File: src/include/ssv_map.vh
`ifndef SSV_MAP_VH
`define SSV_MAP_VH
`define SSV_HIZ_CYCLES 11'h020
`define SSV_CLAMP_END 11'h0B6
`define SSV_SS_LAST 11'h7FF
`define SSV_CODE_OFF 5'h1F
`define SSV_REF_OFF 5'h1F
`define SSV_DUTY_MAX 8'hFF
`endif

File: src/verilog/ssv_vid_stepper.v
`default_nettype none
`include "ssv_map.vh"
module ssv_vid_stepper (
  input wire i_clk,
  input wire i_rst_b,
  input wire i_run,
  input wire i_cyc_start,
  input wire [4:0] i_code,
  output reg [4:0] o_target,
  output reg o_busy
);
  reg [4:0] cand_r;
  reg pend_r;
  // ---------------------------------------------------------------
  // Code sampling and stability check
  // ---------------------------------------------------------------
  always @(posedge i_clk or negedge i_rst_b) begin
    if (!i_rst_b) begin
      cand_r <= 5'h00;
      pend_r <= 1'b0;
      o_target <= 5'h00;
      o_busy <= 1'b0;
    end else if (!i_run) begin
      pend_r <= 1'b0;
      o_busy <= 1'b0;
      o_target <= i_code;
      cand_r <= i_code;
    end else if (i_cyc_start) begin
      cand_r <= i_code;
      if (pend_r && i_code == cand_r) begin
        o_target <= cand_r;
        pend_r <= 1'b0;
      end else begin
        pend_r <= (i_code != o_target);
      end
      o_busy <= pend_r;
    end
  end
endmodule // ssv_vid_stepper
`default_nettype wire

File: src/verilog/ssv_softstart.v
`default_nettype none
`include "ssv_map.vh"
module ssv_softstart (
  input wire i_clk,
  input wire i_rst_b,
  input wire i_por_done,
  input wire i_freq_select_enable,
  input wire i_phase_clk,
  input wire [4:0] i_voltage_id_code,
  output reg o_pwm_oe,
  output reg o_pwm_low,
  output reg o_ref_en,
  output reg [4:0] o_ref_code,
  output reg [7:0] o_duty_limit,
  output reg o_power_good_flag
);
  localparam ST_OFF = 4'b0001;
  localparam ST_HIZ = 4'b0010;
  localparam ST_CLAMP = 4'b0100;
  localparam ST_RAMP = 4'b1000;
  reg [3:0] st_r;
  reg [3:0] st_nxt;
  reg [10:0] cnt_r;
  reg ss_done_r;
  reg [1:0] por_s_r;
  reg [1:0] en_s_r;
  reg [2:0] ph_s_r;
  reg [4:0] vid_a_r;
  reg [4:0] vid_b_r;
  reg step_tgl_r;
  wire ph_pulse;
  wire run_ok;
  wire [4:0] target;
  // ---------------------------------------------------------------
  // Input synchronisers
  // ---------------------------------------------------------------
  always @(posedge i_clk or negedge i_rst_b) begin
    if (!i_rst_b) begin
      por_s_r <= 2'h0;
      en_s_r <= 2'h0;
      ph_s_r <= 3'h0;
      vid_a_r <= 5'h1F;
      vid_b_r <= 5'h1F;
    end else begin
      por_s_r <= {por_s_r[0], i_por_done};
      en_s_r <= {en_s_r[0], i_freq_select_enable};
      ph_s_r <= {ph_s_r[1:0], i_phase_clk};
      vid_a_r <= i_voltage_id_code;
      vid_b_r <= vid_a_r;
    end
  end
  assign ph_pulse = ph_s_r[1] & ~ph_s_r[2];
  assign run_ok = por_s_r[1] & en_s_r[1] & (vid_b_r != `SSV_CODE_OFF);
  // ---------------------------------------------------------------
  // Sequencer
  // ---------------------------------------------------------------
  always @* begin
    st_nxt = st_r;
    case (st_r)
      ST_OFF: st_nxt = ST_HIZ;
      ST_HIZ: if (ph_pulse && cnt_r == `SSV_HIZ_CYCLES - 11'h001) st_nxt = ST_CLAMP;
      ST_CLAMP: if (ph_pulse && cnt_r == `SSV_CLAMP_END - 11'h001) st_nxt = ST_RAMP;
      ST_RAMP: st_nxt = ST_RAMP;
      default: st_nxt = ST_OFF;
    endcase
    if (!run_ok) st_nxt = ST_OFF;
  end
  always @(posedge i_clk or negedge i_rst_b) begin
    if (!i_rst_b) begin
      st_r <= ST_OFF;
      cnt_r <= 11'h000;
      ss_done_r <= 1'b0;
      o_pwm_oe <= 1'b0;
      o_pwm_low <= 1'b0;
      o_ref_en <= 1'b0;
      o_duty_limit <= 8'h00;
      o_power_good_flag <= 1'b0;
    end else begin
      st_r <= st_nxt;
      if (st_nxt == ST_OFF) begin
        cnt_r <= 11'h000;
        ss_done_r <= 1'b0;
      end else if (ph_pulse && !ss_done_r && st_r != ST_OFF) begin
        cnt_r <= cnt_r + 11'h001;
        if (cnt_r == `SSV_SS_LAST) ss_done_r <= 1'b1;
      end
      o_pwm_oe <= (st_nxt == ST_CLAMP) | (st_nxt == ST_RAMP);
      o_pwm_low <= (st_nxt == ST_CLAMP);
      o_ref_en <= (st_nxt == ST_RAMP);
      if (st_nxt != ST_RAMP) o_duty_limit <= 8'h00;
      else if (ph_pulse && o_duty_limit != `SSV_DUTY_MAX) o_duty_limit <= o_duty_limit + 8'h01;
      o_power_good_flag <= (st_nxt == ST_RAMP) & ss_done_r;
    end
  end
  // ---------------------------------------------------------------
  // Reference stepping
  // ---------------------------------------------------------------
  ssv_vid_stepper u_step (
    .i_clk(i_clk),
    .i_rst_b(i_rst_b),
    .i_run(ss_done_r),
    .i_cyc_start(ph_pulse),
    .i_code(vid_b_r),
    .o_target(target),
    .o_busy()
  );
  always @(posedge i_clk or negedge i_rst_b) begin
    if (!i_rst_b) begin
      o_ref_code <= `SSV_REF_OFF;
      step_tgl_r <= 1'b0;
    end else if (st_nxt != ST_RAMP) begin
      o_ref_code <= `SSV_REF_OFF;
      step_tgl_r <= 1'b0;
    end else if (ph_pulse) begin
      step_tgl_r <= ~step_tgl_r;
      if (step_tgl_r && o_ref_code > target) o_ref_code <= o_ref_code - 5'h01;
      else if (step_tgl_r && o_ref_code < target) o_ref_code <= o_ref_code + 5'h01;
    end
  end
endmodule // ssv_softstart
`default_nettype wire

File: config.mk
export PLATFORM = sky130hd
export DESIGN_NAME = ssv_softstart
export DESIGN_NICKNAME = d
export VERILOG_FILES = /design/src/verilog/ssv_vid_stepper.v /design/src/verilog/ssv_softstart.v
export VERILOG_INCLUDE_DIRS = /design/src /design/src/include
export SDC_FILE = /design/constraint.sdc
export NUM_CORES = 1
export LEC_CHECK = 0
export ABC_AREA = 1
export BUFFER_PORTS_ARGS = -buffer_cell sky130_fd_sc_hd__buf_2
export CORE_AREA = 5 5 81 83
export DETAILED_ROUTE_END_ITERATION = 7
export DIE_AREA = 0 0 86 88
export GPL_TIMING_DRIVEN = 0
export MAX_ROUTING_LAYER = met4
export PLACE_DENSITY = 0.83
export SYNTH_ARGS = -nofsm -noshare
export SYNTH_HDL_FRONTEND = slang
export SYNTH_SLANG_ARGS = --single-unit
File: constraint.sdc
create_clock -name i_clk -period 3 [get_ports i_clk]
set_input_delay 0.9 -clock i_clk [delete_from_list [all_inputs] [get_ports i_clk]]
set_output_delay 0.9 -clock i_clk [all_outputs]
set_load 0.005 [all_outputs]
### Yosys cells after proc, flatten, opt, wreduce, memory -nomap -nowiden

Index checks and enable logic that the tools add are counted.

* bitwise logic cells: 7
* muxes and demuxes: 25
* reduce and logical (&&, ||, !) cells: 17
* add/subtract/negate cells: 4
* equality and inequality tests: 18
* $lt $le $gt $ge: 2

Operator list (number)
* $mux W5: 9
* $mux W11: 2
* $mux W8: 2
* $pmux W4 S4: 1
* $mux W4: 3
* $add A11 B1 Y11 const B: 1
* $eq A11 B11 Y1 const B: 1
* $eq A11 B5 Y1 const B: 1
* $eq A11 B8 Y1 const B: 1
* $add A8 B1 Y8 const B: 1
* $eq A4 B1 Y1 const B: 2
* $eq A4 B3 Y1 const B: 2
* $eq A4 B4 Y1 const B: 2
* $logic_and A1 B1 Y1: 8
* $mux W1: 8
* $ne A8 B8 Y1 const B: 1
* $reduce_bool A2 Y1: 4
* $reduce_and A2 Y1: 3
* $add A5 B1 Y5 const B: 1
* $eq A5 B5 Y1: 1
* $gt A5 B5 Y1: 1
* $lt A5 B5 Y1: 1
* $ne A5 B5 Y1: 1
* $ne A5 B5 Y1 const B: 1
* 10 further kinds: 15

* output and inout port bits: 17
* input port bits: 10
* register bits: 62
* logic and storage cells: 91

### Depth between registers and ports, before layout

Gate-level depths: netlist of run 1.

* word-level depth: 9
* mapped depth: 17

### Hierarchy

A second synthesis of run 1 with hierarchy kept.

* cells, all modules: 418
* area, all modules: 3333.2 um^2

By module, submodules not included
* ssv_softstart: cells an instance 316, seq. area each 1296.2 um^2, area an instance 2623.8 um^2, times used 1
* ssv_vid_stepper: cells an instance 102, seq. area each 300.3 um^2, area an instance 709.4 um^2, times used 1

### Least setup slack after synthesis of run 1

Ideal clock, no wire load.

* path type: reg2reg
* from: register o_ref_code[0]
* to: register o_ref_code[4]
* path slack: 0.753 ns
* buffers on the path: 0
* stages on the path, launching flop included: 16
* arrival time: 2.170 ns
* required time: 2.922 ns
* library setup time: 0.078 ns
* cell sequence: dfstp_2 -> inv_1 -> ha_1 -> nor3b_1 -> nor2_1 -> nand2_1 -> inv_1 -> fa_1 -> nand3_1 -> nand2_1 -> nand2_1 -> nand2_1 -> inv_1 -> nand2_1 -> nand3_1 -> nand2_1

* word-level cells in the longest chain between the ends: 5

Ends and longest elaborated chain
* start: declaration: RTL line ssv_softstart.v:13 `output reg [4:0] o_ref_code,`
* start signal: assignment: RTL line ssv_softstart.v:109 `` o_ref_code <= `SSV_REF_OFF; ``
* start signal: assignment: RTL line ssv_softstart.v:112 `` o_ref_code <= `SSV_REF_OFF; ``
* start signal: assignment: RTL line ssv_softstart.v:116 `if (step_tgl_r && o_ref_code > target) o_ref_code <= o_ref_code - 5'h01;`
* $add A5 B1 Y5 or $gt A5 B5 Y1 (tied branches): RTL line ssv_softstart.v:117, ssv_softstart.v:116
* $mux W5 or $logic_and A1 B1 Y1 (tied branches): RTL line ssv_softstart.v:117, ssv_softstart.v:116
* $mux W5: RTL line ssv_softstart.v:116
* $mux W5: RTL line ssv_softstart.v:114 `end else if (ph_pulse) begin`
* $mux W5: RTL line ssv_softstart.v:111 `end else if (st_nxt != ST_RAMP) begin`

Parallel ways exist; a longest one is shown, timed or not. The select of a mux whose other input is x is not followed.
A chain may end at the register's enable or synchronous reset.

### Final worst setup path of run 1

Ends and elaborated chain as after synthesis.

==> results of run 1 <==
## cells by family (layout without fill, tap and decap cells)
| logic type | Yosys count | in the layout | synth area share |
|---|---|---|---|
| xor+xnor | 13 | 13 | 0.03489 |
| simple gates | 214 | 214 | 0.3044 |
| compound gates | 30 | 30 | 0.05253 |
| fa+ha+maj | 12 | 12 | 0.04831 |
| flops | 62 | 62 | 0.4816 |
| buf+inv | 65 | 107 | 0.07822 |
## metal layers
layer  part of all wire  global-route usage  wire (um)  vias up
met3              0.046             0.04327        287       12
met2               0.49              0.3252       3062       55
met4              0.019             0.08633        116        0
li1                   -                   -          -     1328
met5                  0                   -          0        -
met1               0.45              0.2185       2785     1248
## worst min path at each step
| stage | start | endpoint | slack, ns | depth (start not counted) |
|---|---|---|---|---|
| 2_1_floorplan | en_s_r[0] | en_s_r[1] | 0.33 | 0 |
| 3_3_place_gp | ph_s_r[0] | ph_s_r[1] | 0.33 | 0 |
| 3_5_place_dp | ph_s_r[0] | ph_s_r[1] | 0.34 | 0 |
| 4_1_cts | vid_a_r[3] | vid_b_r[3] | 0.36 | 0 |
| 5_1_grt | vid_a_r[3] | vid_b_r[3] | 0.36 | 0 |
| 6_report | vid_a_r[2] | vid_b_r[2] | 0.36 | 0 |
## cell usage after synthesis, drive strengths merged
master and instances:
fa 1, a21oi 9, o21ai 20, clkbuf 1, nand4 16, xnor2 2, nor2 47, dfrtp 46
buf 2, nand2 107, o21bai 1, xor2 11, ha 11, inv 62, nor3b 1, dfstp 16
nand3b 1, nand3 34, nor3 8
## state kept, by name, summed over array words and instances, names as in the netlist
signal and flops:
cnt_r 11, en_s_r 2, o_duty_limit 8, o_power_good_flag 1, o_pwm_low 1, o_pwm_oe 1, o_ref_code 5, o_ref_en 1
ph_s_r 3, por_s_r 2, ss_done_r 1, st_r 4, step_tgl_r 1, u_step.cand_r 5, u_step.o_target 5, u_step.pend_r 1
vid_a_r 5, vid_b_r 5
## metrics by stage
step           instances  hold slack (ns)  utilization
2_1_floorplan        396           0.3312            -
3_3_place_gp         497           0.3330       0.6032
3_5_place_dp         497           0.3444       0.6032
4_1_cts              513           0.3592       0.6403
5_1_grt              513           0.3599       0.6407
6_report             513           0.3583       0.6407
## cell type report
cell class | instances | area (um2) | area share
buffer | 3 | 20.02 | 0.005405
clock buffer | 10 | 127.6 | 0.03446
clock inverter | 6 | 86.33 | 0.02331
inverter | 62 | 235.2 | 0.06351
multi-input combinational | 269 | 1436 | 0.3878
sequential | 62 | 1572 | 0.4243
tap | 75 | 93.84 | 0.02534
timing repair buffer | 26 | 132.6 | 0.03581
## report_power, final
part / leakage, nW / internal (W) / total (W) / switching, W
Combinational: 1.01 / 0.0000291 / 0.0000885 / 0.0000594
Sequential: 0.770 / 0.000864 / 0.000880 / 0.0000156
Clock: 0.106 / 0.000466 / 0.000794 / 0.000328
Total: 1.89 / 0.00136 / 0.00176 / 0.000403
## worst max-delay path: cells and delay by family (launching register included)
family	cells	cell delay (ns)
buf+inv	3	0.23
simple gates	8	0.82
compound gates	1	0.21
fa+ha+maj	2	0.60
flops	1	0.58
## cells in the final DEF, fill, tap and decap left out, types with 2 or more instances in the layout
cell type,netlist,final
nand2_1,101,101
nand4_1,16,16
a21oi_1,8,8
nor3_1,3,3
bufinv_16,0,2
inv_2,3,3
xor2_1,11,11
o21ai_0,19,19
clkbuf_8,0,9
dfrtp_1,46,46
clkinv_2,0,2
nand2_2,4,4
clkbuf_1,1,2
nand3_2,2,2
nor2_2,2,2
buf_2,1,26
nor2_1,44,44
inv_1,58,58
xnor2_1,2,2
nand3_1,32,32
ha_1,11,11
dfstp_2,16,16
nor3_2,5,5
==> results.py, run 1 <==
metrics = {
    "floorplanning": {
        "io_pins": 27,
        "dieArea_um2": 7568,
        "placementRows": 28,
        "die_h_um": 88,
        "chipWidth_um": 86,
        "core_area_um2": 5781,
        "initial_core_util": 0.5645,
    },
    "sta": {
        "final.setup.tns_ns": 0,
        "tightest_slew_ns": 0.7365,
        "drv_slew": 0,
        "finalCritPeriodShare": 0.8313,
        "slew_headroom": 0.5090,
        "rsz0062_at_grt": "no",
        "max_freq_mhz": 401.0,
        "layout_min_cycle_time_ns": 2.494,
        "setup_viol": 0,
        "timing.final.hold_violations": 0,
        "setup_ws_ns": 0.5061,
        "skew_ns": 0.004943,
    },
    "global_route": {
        "antenna_found_initial": 0,
        "grt_max_degree": 63,
        "grt_overflow": 0,
        "grt_usage": 0.1925,
        "grt_pass1_vias": 2695,
        "grt_pass1_wl_um": 11250,
    },
    "worst_setup_path": {
        "max_stage_delay_ns": 0.58,
        "timing.rr.end": "o_ref_code[4]",
        "slowest_stage": "dfstp_2",
        "r2r_slack_ns": 0.51,
        "rr_startpoint": "o_ref_code[0]",
        "crit_path_end": "o_ref_code[4]",
        "path_cells": "inv_1, ha_1, nor3b_1, nor2_1, nand2_1, inv_1, ha_1, a21oi_1, nand3_1, nand2_1, inv_1, nand2_1, nand3_1, nand2_1",
        "cp-end-kind": "register",
        "worstPathMaxFanout": 5,
        "r2r_cells": 14,
        "worstPathArrival_ns": 2.77,
        "path_class": "reg -> reg",
        "cpMostUsedCell": "nand2_1",
        "crit_start": "o_ref_code[0]",
        "worst_setup_path_start_kind": "register",
        "cp_data_required_time_ns": 3.28,
    },
    "synth": {
        "synthTopCellsByArea": "dfrtp_1 35%, dfstp_2 13%, nand2_1 12%",
        "ys.warnings.count": 0,
        "synth_nets": 418,
        "mappedNetlistArea_um2": 3263,
        "ys_types": 31,
        "synth.largest_area_cell": "dfrtp_1",
        "synth_seq_area_share": 0.4816,
        "synthCells": 396,
        "synth_area_per_cell_um2": 8.240,
        "netlist.area_leader.share": 0.3528,
        "yosys_register_bits": 62,
    },
    "cells_and_area": {
        "nFillCells": 475,
        "n_antenna_cell": 0,
        "drive_gt1_frac": 0.1872,
        "fin_nets": 455,
        "fin_area_um2": 3704,
        "syn_to_final_growth_pct": 13.50,
    },
    "pwr": {
        "ir_worst_vdd_uv": 383.4,
        "leakage_nw": 1.886,
        "p_total_w": 0.001762,
        "power.density_nw_per_um2": 475.8,
    },
    "cts": {
        "cts.repair.resized": 0,
        "clk_latency_ns": 0.33,
        "cts.clk_slew.worst_paths_ns": 0.07,
        "cts_buffer_depth": 2,
        "cts.sinks": 62,
        "h-tree-depth": 3,
        "postCtsSetupBuffers": 0,
        "cts_made_buffers": 9,
        "cts_tree": "done",
        "ctsRootBufferMaster": "clkbuf_8",
        "cts-hold-fix-buffers": 0,
    },
    "placement": {
        "gp_congestion": 0.8935,
        "post_dp_cell_area_um2": 3487,
        "portBuffers": 26,
        "dpl_worst_slack_ns": 0.5171,
        "dpl.hpwl_um": 4471,
    },
    "route": {
        "vias": 2643,
        "drtIter0Drc": 125,
        "wl_per_cell_um": 12.19,
        "first_pass_iters": 4,
        "ant_nets": 0,
        "viasPerCell": 5.152,
        "wl_um": 6252,
        "drc": 0,
    },
    "status": {
        "outcome": "complete, no violations",
    },
    "job": {
        "drv_cap": 0,
    },
    "min_path": {
        "hp-class": "reg -> reg",
    },
}
No activity file was read; power rests on OpenSTA's default activity.
==> inputs of run 2 (changes only) <==
- ABC_AREA: 1 -> 0
- CORE_AREA: 5 5 81 83 -> 5 5 78 80
- DIE_AREA: 0 0 86 88 -> 0 0 83 85
- clock period: 3 -> 2.4 ns (I/O delays scaled with it)
==> run 2 against run 1 <==
The run now ends with setup timing left. Critical path type unchanged. Clock-buffer cell count grew 5. Clock power grew 17%. Design area is essentially flat. Synthesized cell count shrank 31%. Power grew 23%. Worst hold slack lost 0.012 ns. Final cell count shrank 22%. Sequential share of layout area is essentially flat. Global-route usage shrank 1.1 points. Non-clock buffer count grew 18.
==> results.py, run 2 <==
metrics = {
    "status": {
        "outcome": "finished, violations left",
        "violations": "setup timing",
    },
    "pwr": {
        "p_comb_frac": 0.061,
        "seqPwrFrac": 0.509,
        "switching_share": 0.2122,
        "leakage_nw": 1.616,
        "power.share.clock": 0.430,
        "power.density_nw_per_um2": 584.2,
        "ir_worst_vdd_uv": 383.3,
        "power.switching_w": 0.0004595,
        "p_int_w": 0.001706,
    },
    "cells_and_area": {
        "reg.largest.list": "cnt_r: 11 flops, o_duty_limit: 8 flops",
        "layout_common_cells": "46 x dfrtp_1, 31 x nor2_1, 28 x buf_2, 17 x xor2_1",
        "final_common_cell": "dfrtp_1",
        "fin_nets": 347,
        "top_register": "cnt_r",
        "ff_latch_area_um2": 1572,
        "largest_reg_flops": 11,
        "nFillCells": 404,
        "syn_to_final_growth_pct": 23.98,
        "utilization": 0.6943,
        "n_antenna_cell": 0,
        "fin_area_um2": 3706,
        "multi_input_area_um2": 1518,
        "drive_gt1_frac": 0.3152,
    },
    "cts": {
        "cts_buffer_depth": 2,
        "ctsRootBufferMaster": "clkbuf_8",
        "cts.sinks": 62,
        "cts_tree": "done",
        "cts.clk_slew.worst_paths_ns": 0.06,
        "h-tree-depth": 3,
        "cts_made_buffers": 9,
        "clk_latency_ns": 0.34,
    },
    "route": {
        "wl_per_cell_um": 14.64,
        "ant_nets": 0,
        "drtIter0Drc": 133,
        "viasPerCell": 5.391,
        "vias": 2167,
        "first_pass_iters": 4,
        "drc": 0,
        "wl_um": 5887,
    },
    "worst_setup_path": {
        "timing.rr.end": "o_ref_code[4]",
        "worstPathMaxFanout": 4,
        "max_stage_delay_ns": 0.56,
        "r2r_slack_ns": -0.21,
        "cp_data_required_time_ns": 2.65,
        "worstPathArrival_ns": 2.86,
        "slowest_stage": "dfstp_2",
        "cp-end-kind": "register",
        "path_cells": "ha_4, and3_4, nand3_4, nand2_4, a21oi_4, ha_4, a21o_1, a21oi_2, o211a_1, o21a_1, mux2i_1",
        "path_class": "reg -> reg",
        "r2r_cells": 11,
        "cpMostUsedCell": "ha_4",
        "worst_setup_path_start_kind": "register",
        "rr_startpoint": "o_ref_code[4]",
    },
    "floorplanning": {
        "initial_core_util": 0.5600,
        "io_pins": 27,
        "placementRows": 27,
        "die_h_um": 85,
        "core_area_um2": 5338,
        "dieArea_um2": 7055,
        "chipWidth_um": 83,
    },
    "global_route": {
        "grt_usage": 0.1820,
        "grt_max_degree": 63,
        "grt_pass1_vias": 2200,
        "grt_pass1_wl_um": 9942,
        "grt_overflow": 0,
        "antenna_found_initial": 0,
    },
    "sta": {
        "hold_ws_ns": 0.3465,
        "rsz0062_at_grt": "yes",
        "tightest_slew_ns": 0.7489,
        "drv_slew": 0,
        "setup_ws_ns": -0.2123,
        "final.setup.tns_ns": -0.2123,
        "setup_viol": 1,
        "layout_min_cycle_time_ns": 2.612,
        "finalCritPeriodShare": 1.088,
        "slew_headroom": 0.5007,
        "skew_ns": 0.008643,
        "timing.final.hold_violations": 0,
        "max_freq_mhz": 382.8,
    },
    "synth": {
        "synthCells": 273,
        "synth_nets": 295,
        "synth_area_per_cell_um2": 10.95,
        "synth_edf_count": 0,
        "synth-main-ff-cell": "dfrtp_1",
        "synthTopCellsByArea": "dfrtp_1 39%, dfstp_2 14%, xor2_1 5.0%",
        "synth_common_cells": "46 x dfrtp_1, 31 x nor2_1, 17 x nand2_1, 17 x xor2_1, 16 x dfstp_2",
        "async_flop_share": 1.000,
        "ys_types": 44,
        "synth.most_common_cell": "dfrtp_1",
        "synth.largest_area_cell": "dfrtp_1",
        "ys.warnings.count": 0,
        "netlist.area_leader.share": 0.3851,
        "yosys_register_bits": 62,
        "mappedNetlistArea_um2": 2989,
        "synth_seq_area_share": 0.5257,
    },
    "placement": {
        "dpl.hpwl_um": 3718,
        "post_dp_cell_area_um2": 3293,
        "portBuffers": 26,
        "dpl_worst_slack_ns": -0.1720,
        "gp_congestion": 0.8575,
    },
    "min_path": {
        "whs_endpoint": "por_s_r[1]",
        "worstHoldPathCells": 0,
        "hp-class": "reg -> reg",
        "min-delay-start": "por_s_r[0]",
    },
    "job": {
        "drv_cap": 0,
    },
}
## run 2: power groups by stage
stage | combinational (W) | sequential [W] | clock, W
finish | 0.000131 | 0.00110 | 0.000931
global route | 0.000148 | 0.00111 | 0.00100
CTS | 0.000121 | 0.00110 | 0.000956
detailed placement | 0.000111 | 0.00112 | 0
global placement | 0.000108 | 0.00112 | 0
floorplan | 0.0000706 | 0.00112 | 0
## run 2: final cells by class
type                    instances  share of cell area
inverters                      10             0.01013
well taps                      72             0.02431
repair buffers                 41             0.06718
clock buffers                  15             0.04760
multi-input cells             195              0.4095
clock inverters                 1            0.008103
plain buffers                   6            0.009115
flip-flops and latches         62              0.4240
## run 2: per-layer routing
layer,wire (um),share of wire,vias to the layer above,track usage
li1,-,-,1053,-
met5,0,0,-,-
met1,2535,0.43,1051,0.2156
met2,2907,0.49,48,0.2857
met4,142,0.024,0,0.09510
met3,302,0.051,15,0.04854
## run 2: how the worst max path moves through the flow
stage,cells after the start,to,slack [ns],startpoint
6_report,11,o_ref_code[4],-0.21,o_ref_code[4]
3_5_place_dp,11,o_ref_code[4],-0.17,o_ref_code[2]
5_1_grt,11,o_ref_code[4],-0.27,o_ref_code[4]
2_1_floorplan,11,o_ref_code[4],0.01,o_ref_code[2]
3_3_place_gp,11,o_ref_code[4],-0.10,o_ref_code[2]
4_1_cts,11,o_ref_code[4],-0.01,o_ref_code[2]
## run 2: what timing repair did
action / in CTS / in global routing
pin swaps: 12 / 9
gates cloned: 0 / 0
setup endpoints to repair: 2 / 2
setup buffers: 9 / 6
hold buffers: 0 / 0
resized for setup: 9 / 6
## run 2: kinds of logic (layout without fill, tap and decap cells)
logic type / Yosys count / in the layout / synth area share
and+or+nand+nor: 98 / 98 / 0.1691
xor gates and xnor gates: 31 / 31 / 0.09083
buffers and inverters: 16 / 73 / 0.02386
muxes: 17 / 17 / 0.05986
DFF: 62 / 62 / 0.5257
AOI/OAI and AO/OA: 37 / 37 / 0.07786
adders and majority gates: 12 / 12 / 0.05274
## run 2: critical path: cells and delay by family, from the launching register on
kind,cells,cell delay [ns]
adders and majority gates,2,0.46
muxes,1,0.24
AOI/OAI and AO/OA,5,0.92
DFF,1,0.56
and+or+nand+nor,3,0.34
## run 2: metrics by stage
step,total power [W],instances
2_1_floorplan,0.001186,273
3_3_place_gp,0.001227,371
3_5_place_dp,0.001232,371
4_1_cts,0.002180,396
5_1_grt,0.002256,402
6_report,0.002165,402
==> inputs of run 3 (changes only) <==
- BUFFER_PORTS_ARGS: -buffer_cell sky130_fd_sc_hd__buf_2 -> -buffer_cell sky130_fd_sc_hd__clkbuf_2
==> run 3 against run 2 <==
The run still ends with setup timing left. Power rose by 2.7%. Core utilization up 0.070 points. First-iteration DRC count shrank 40%. Worst hold slack improved by 0.0015 ns. Clock-buffer cell count fell by 3. Highest routed layer unchanged.
==> results.py, run 3 (synthesis results as in run 2) <==
metrics = {
    "status": {
        "outcome": "finished, violations left",
        "violations": "setup timing",
    },
    "worst_setup_path": {
        "cp_data_required_time_ns": 2.64,
        "crit_start": "o_ref_code[4]",
        "timing.rr.end": "o_ref_code[3]",
        "r2r_cells": 11,
        "cp-end-kind": "register",
        "worst_setup_path_start_kind": "register",
        "r2r_slack_ns": -0.06,
        "path_class": "reg -> reg",
        "crit_path_end": "o_ref_code[3]",
        "rr_startpoint": "o_ref_code[4]",
        "worstPathMaxFanout": 4,
        "worstPathArrival_ns": 2.71,
    },
    "floorplanning": {
        "initial_core_util": 0.5600,
        "dieArea_um2": 7055,
        "chipWidth_um": 83,
        "die_h_um": 85,
        "io_pins": 27,
        "core_area_um2": 5338,
        "placementRows": 27,
    },
    "placement": {
        "dpl.hpwl_um": 3818,
        "placed_cells": 371,
        "portBuffers": 26,
        "dpl_worst_slack_ns": -0.1496,
        "gp_congestion": 0.8203,
    },
    "cells_and_area": {
        "layout_common_cells": "46 x dfrtp_1, 31 x nor2_1, 25 x clkbuf_2, 17 x xor2_1",
        "nFillCells": 404,
        "fin_nets": 348,
        "final_cells": 403,
        "syn_to_final_growth_pct": 24.11,
        "drive_gt1_frac": 0.3172,
        "largest_reg_flops": 11,
        "reg.largest.list": "cnt_r: 11 flops, o_duty_limit: 8 flops",
        "final_common_cell": "dfrtp_1",
        "n_antenna_cell": 0,
        "top_register": "cnt_r",
    },
    "sta": {
        "max_freq_mhz": 406.1,
        "skew_ns": 0.009473,
        "drv_slew": 0,
        "slew_headroom": 0.4581,
        "finalCritPeriodShare": 1.026,
        "setup_viol": 2,
        "timing.final.hold_violations": 0,
        "layout_min_cycle_time_ns": 2.462,
        "tightest_slew_ns": 0.8129,
        "setup_ws_ns": -0.06234,
        "rsz0062_at_grt": "yes",
    },
    "pwr": {
        "leakage_nw": 1.623,
        "ir_worst_vdd_uv": 625.2,
        "power.density_nw_per_um2": 599.6,
    },
    "job": {
        "drv_cap": 0,
    },
    "route": {
        "drtIter0Drc": 80,
        "wl_per_cell_um": 14.79,
        "first_pass_iters": 4,
        "vias": 2202,
        "drc": 0,
        "ant_nets": 0,
        "wl_um": 5960,
        "viasPerCell": 5.464,
    },
    "global_route": {
        "grt_pass1_wl_um": 9970,
        "grt_pass1_vias": 2163,
        "grt_usage": 0.1845,
        "grt_max_degree": 63,
        "antenna_found_initial": 0,
        "grt_overflow": 0,
    },
    "cts": {
        "cts.sinks": 62,
        "cts_made_buffers": 9,
        "cts_tree": "done",
        "cts.clk_slew.worst_paths_ns": 0.07,
        "h-tree-depth": 3,
        "cts_buffer_depth": 2,
        "clk_latency_ns": 0.34,
        "ctsRootBufferMaster": "clkbuf_8",
    },
    "min_path": {
        "hp-class": "reg -> reg",
    },
}
-- run 3: cell types whose count changed in the layout (fill, tap and decap cells not counted), sizes merged --
| cell | change |
|---|---|
| buf | -25 |
| bufinv | +1 |
| clkinv | +2 |
| clkbuf | +23 |
-- run 3: area by class of cell --
cell class	count	area, um2	share of cell area
Sequential cell	62	1572	0.4236
Multi-Input combinational cell	195	1505	0.4057
Clock buffer	12	145.1	0.03912
Buffer	6	33.78	0.009106
Inverter	10	37.54	0.01012
Clock inverter	4	70.07	0.01889
Tap cell	72	90.09	0.02428
Timing Repair Buffer	42	256.5	0.06914
-- run 3: power breakdown --
group	internal (W)	total, W	leakage (nW)	switching, W
Clock	0.000610	0.000996	0.110	0.000386
Combinational	0.0000553	0.000125	0.742	0.0000697
Sequential	0.00108	0.00110	0.771	0.0000233
Total	0.00175	0.00222	1.62	0.000479
-- run 3: worst max-delay path: stages, from the launching register on --
cell and delay (ns):
dfstp_2 0.57, ha_4 0.21, and3_4 0.21, nand3_4 0.09
nand2_4 0.05, a21oi_4 0.22, buf_4 0.15, ha_1 0.21
a21o_1 0.18, a21oi_2 0.16, xor2_1 0.08, o311ai_1 0.23
-- run 3: worst min path at each step --
stage          slack, ns  depth (start not counted)         end  startpoint
2_1_floorplan       0.33                          0   en_s_r[1]   en_s_r[0]
3_3_place_gp        0.33                          0   en_s_r[1]   en_s_r[0]
3_5_place_dp        0.34                          0  por_s_r[1]  por_s_r[0]
4_1_cts             0.35                          0  por_s_r[1]  por_s_r[0]
5_1_grt             0.36                          0  por_s_r[1]  por_s_r[0]
6_report            0.35                          0  por_s_r[1]  por_s_r[0]
-- run 3: timing repair --
| action | in CTS | in global routing |
|---|---|---|
| hold endpoints to repair | 0 | 0 |
| buffers inserted | 10 | 6 |
| resized for setup | 4 | 10 |
| pin swaps | 6 | 14 |
| hold buffers | 0 | 0 |
| setup endpoints to repair | 2 | 3 |
-- run 3: layer usage --
layer  vias up  part of all wire  global-route usage
met4         0             0.022             0.09955
met5         -                 0                   -
met3        16             0.044             0.04272
met1      1070              0.43              0.2159
li1       1057                 -                   -
met2        59              0.50              0.2959
-- run 3: stage by stage --
| step | total power, W | setup TNS, ns | utilization | cell area [um2] | hold WS, ns |
|---|---|---|---|---|---|
| detailed placement | 0.001234 | -0.2372 | 0.6174 | 3296 | 0.3365 |
| floorplan | 0.001186 | 0 | - | 3073 | 0.3312 |
| global placement | 0.001227 | -0.1266 | 0.6170 | 3293 | 0.3326 |
| global route | 0.002322 | -0.3145 | 0.6950 | 3710 | 0.3582 |
| CTS | 0.002242 | 0 | 0.6760 | 3608 | 0.3510 |
| finish | 0.002224 | -0.1239 | 0.6950 | 3710 | 0.3480 |
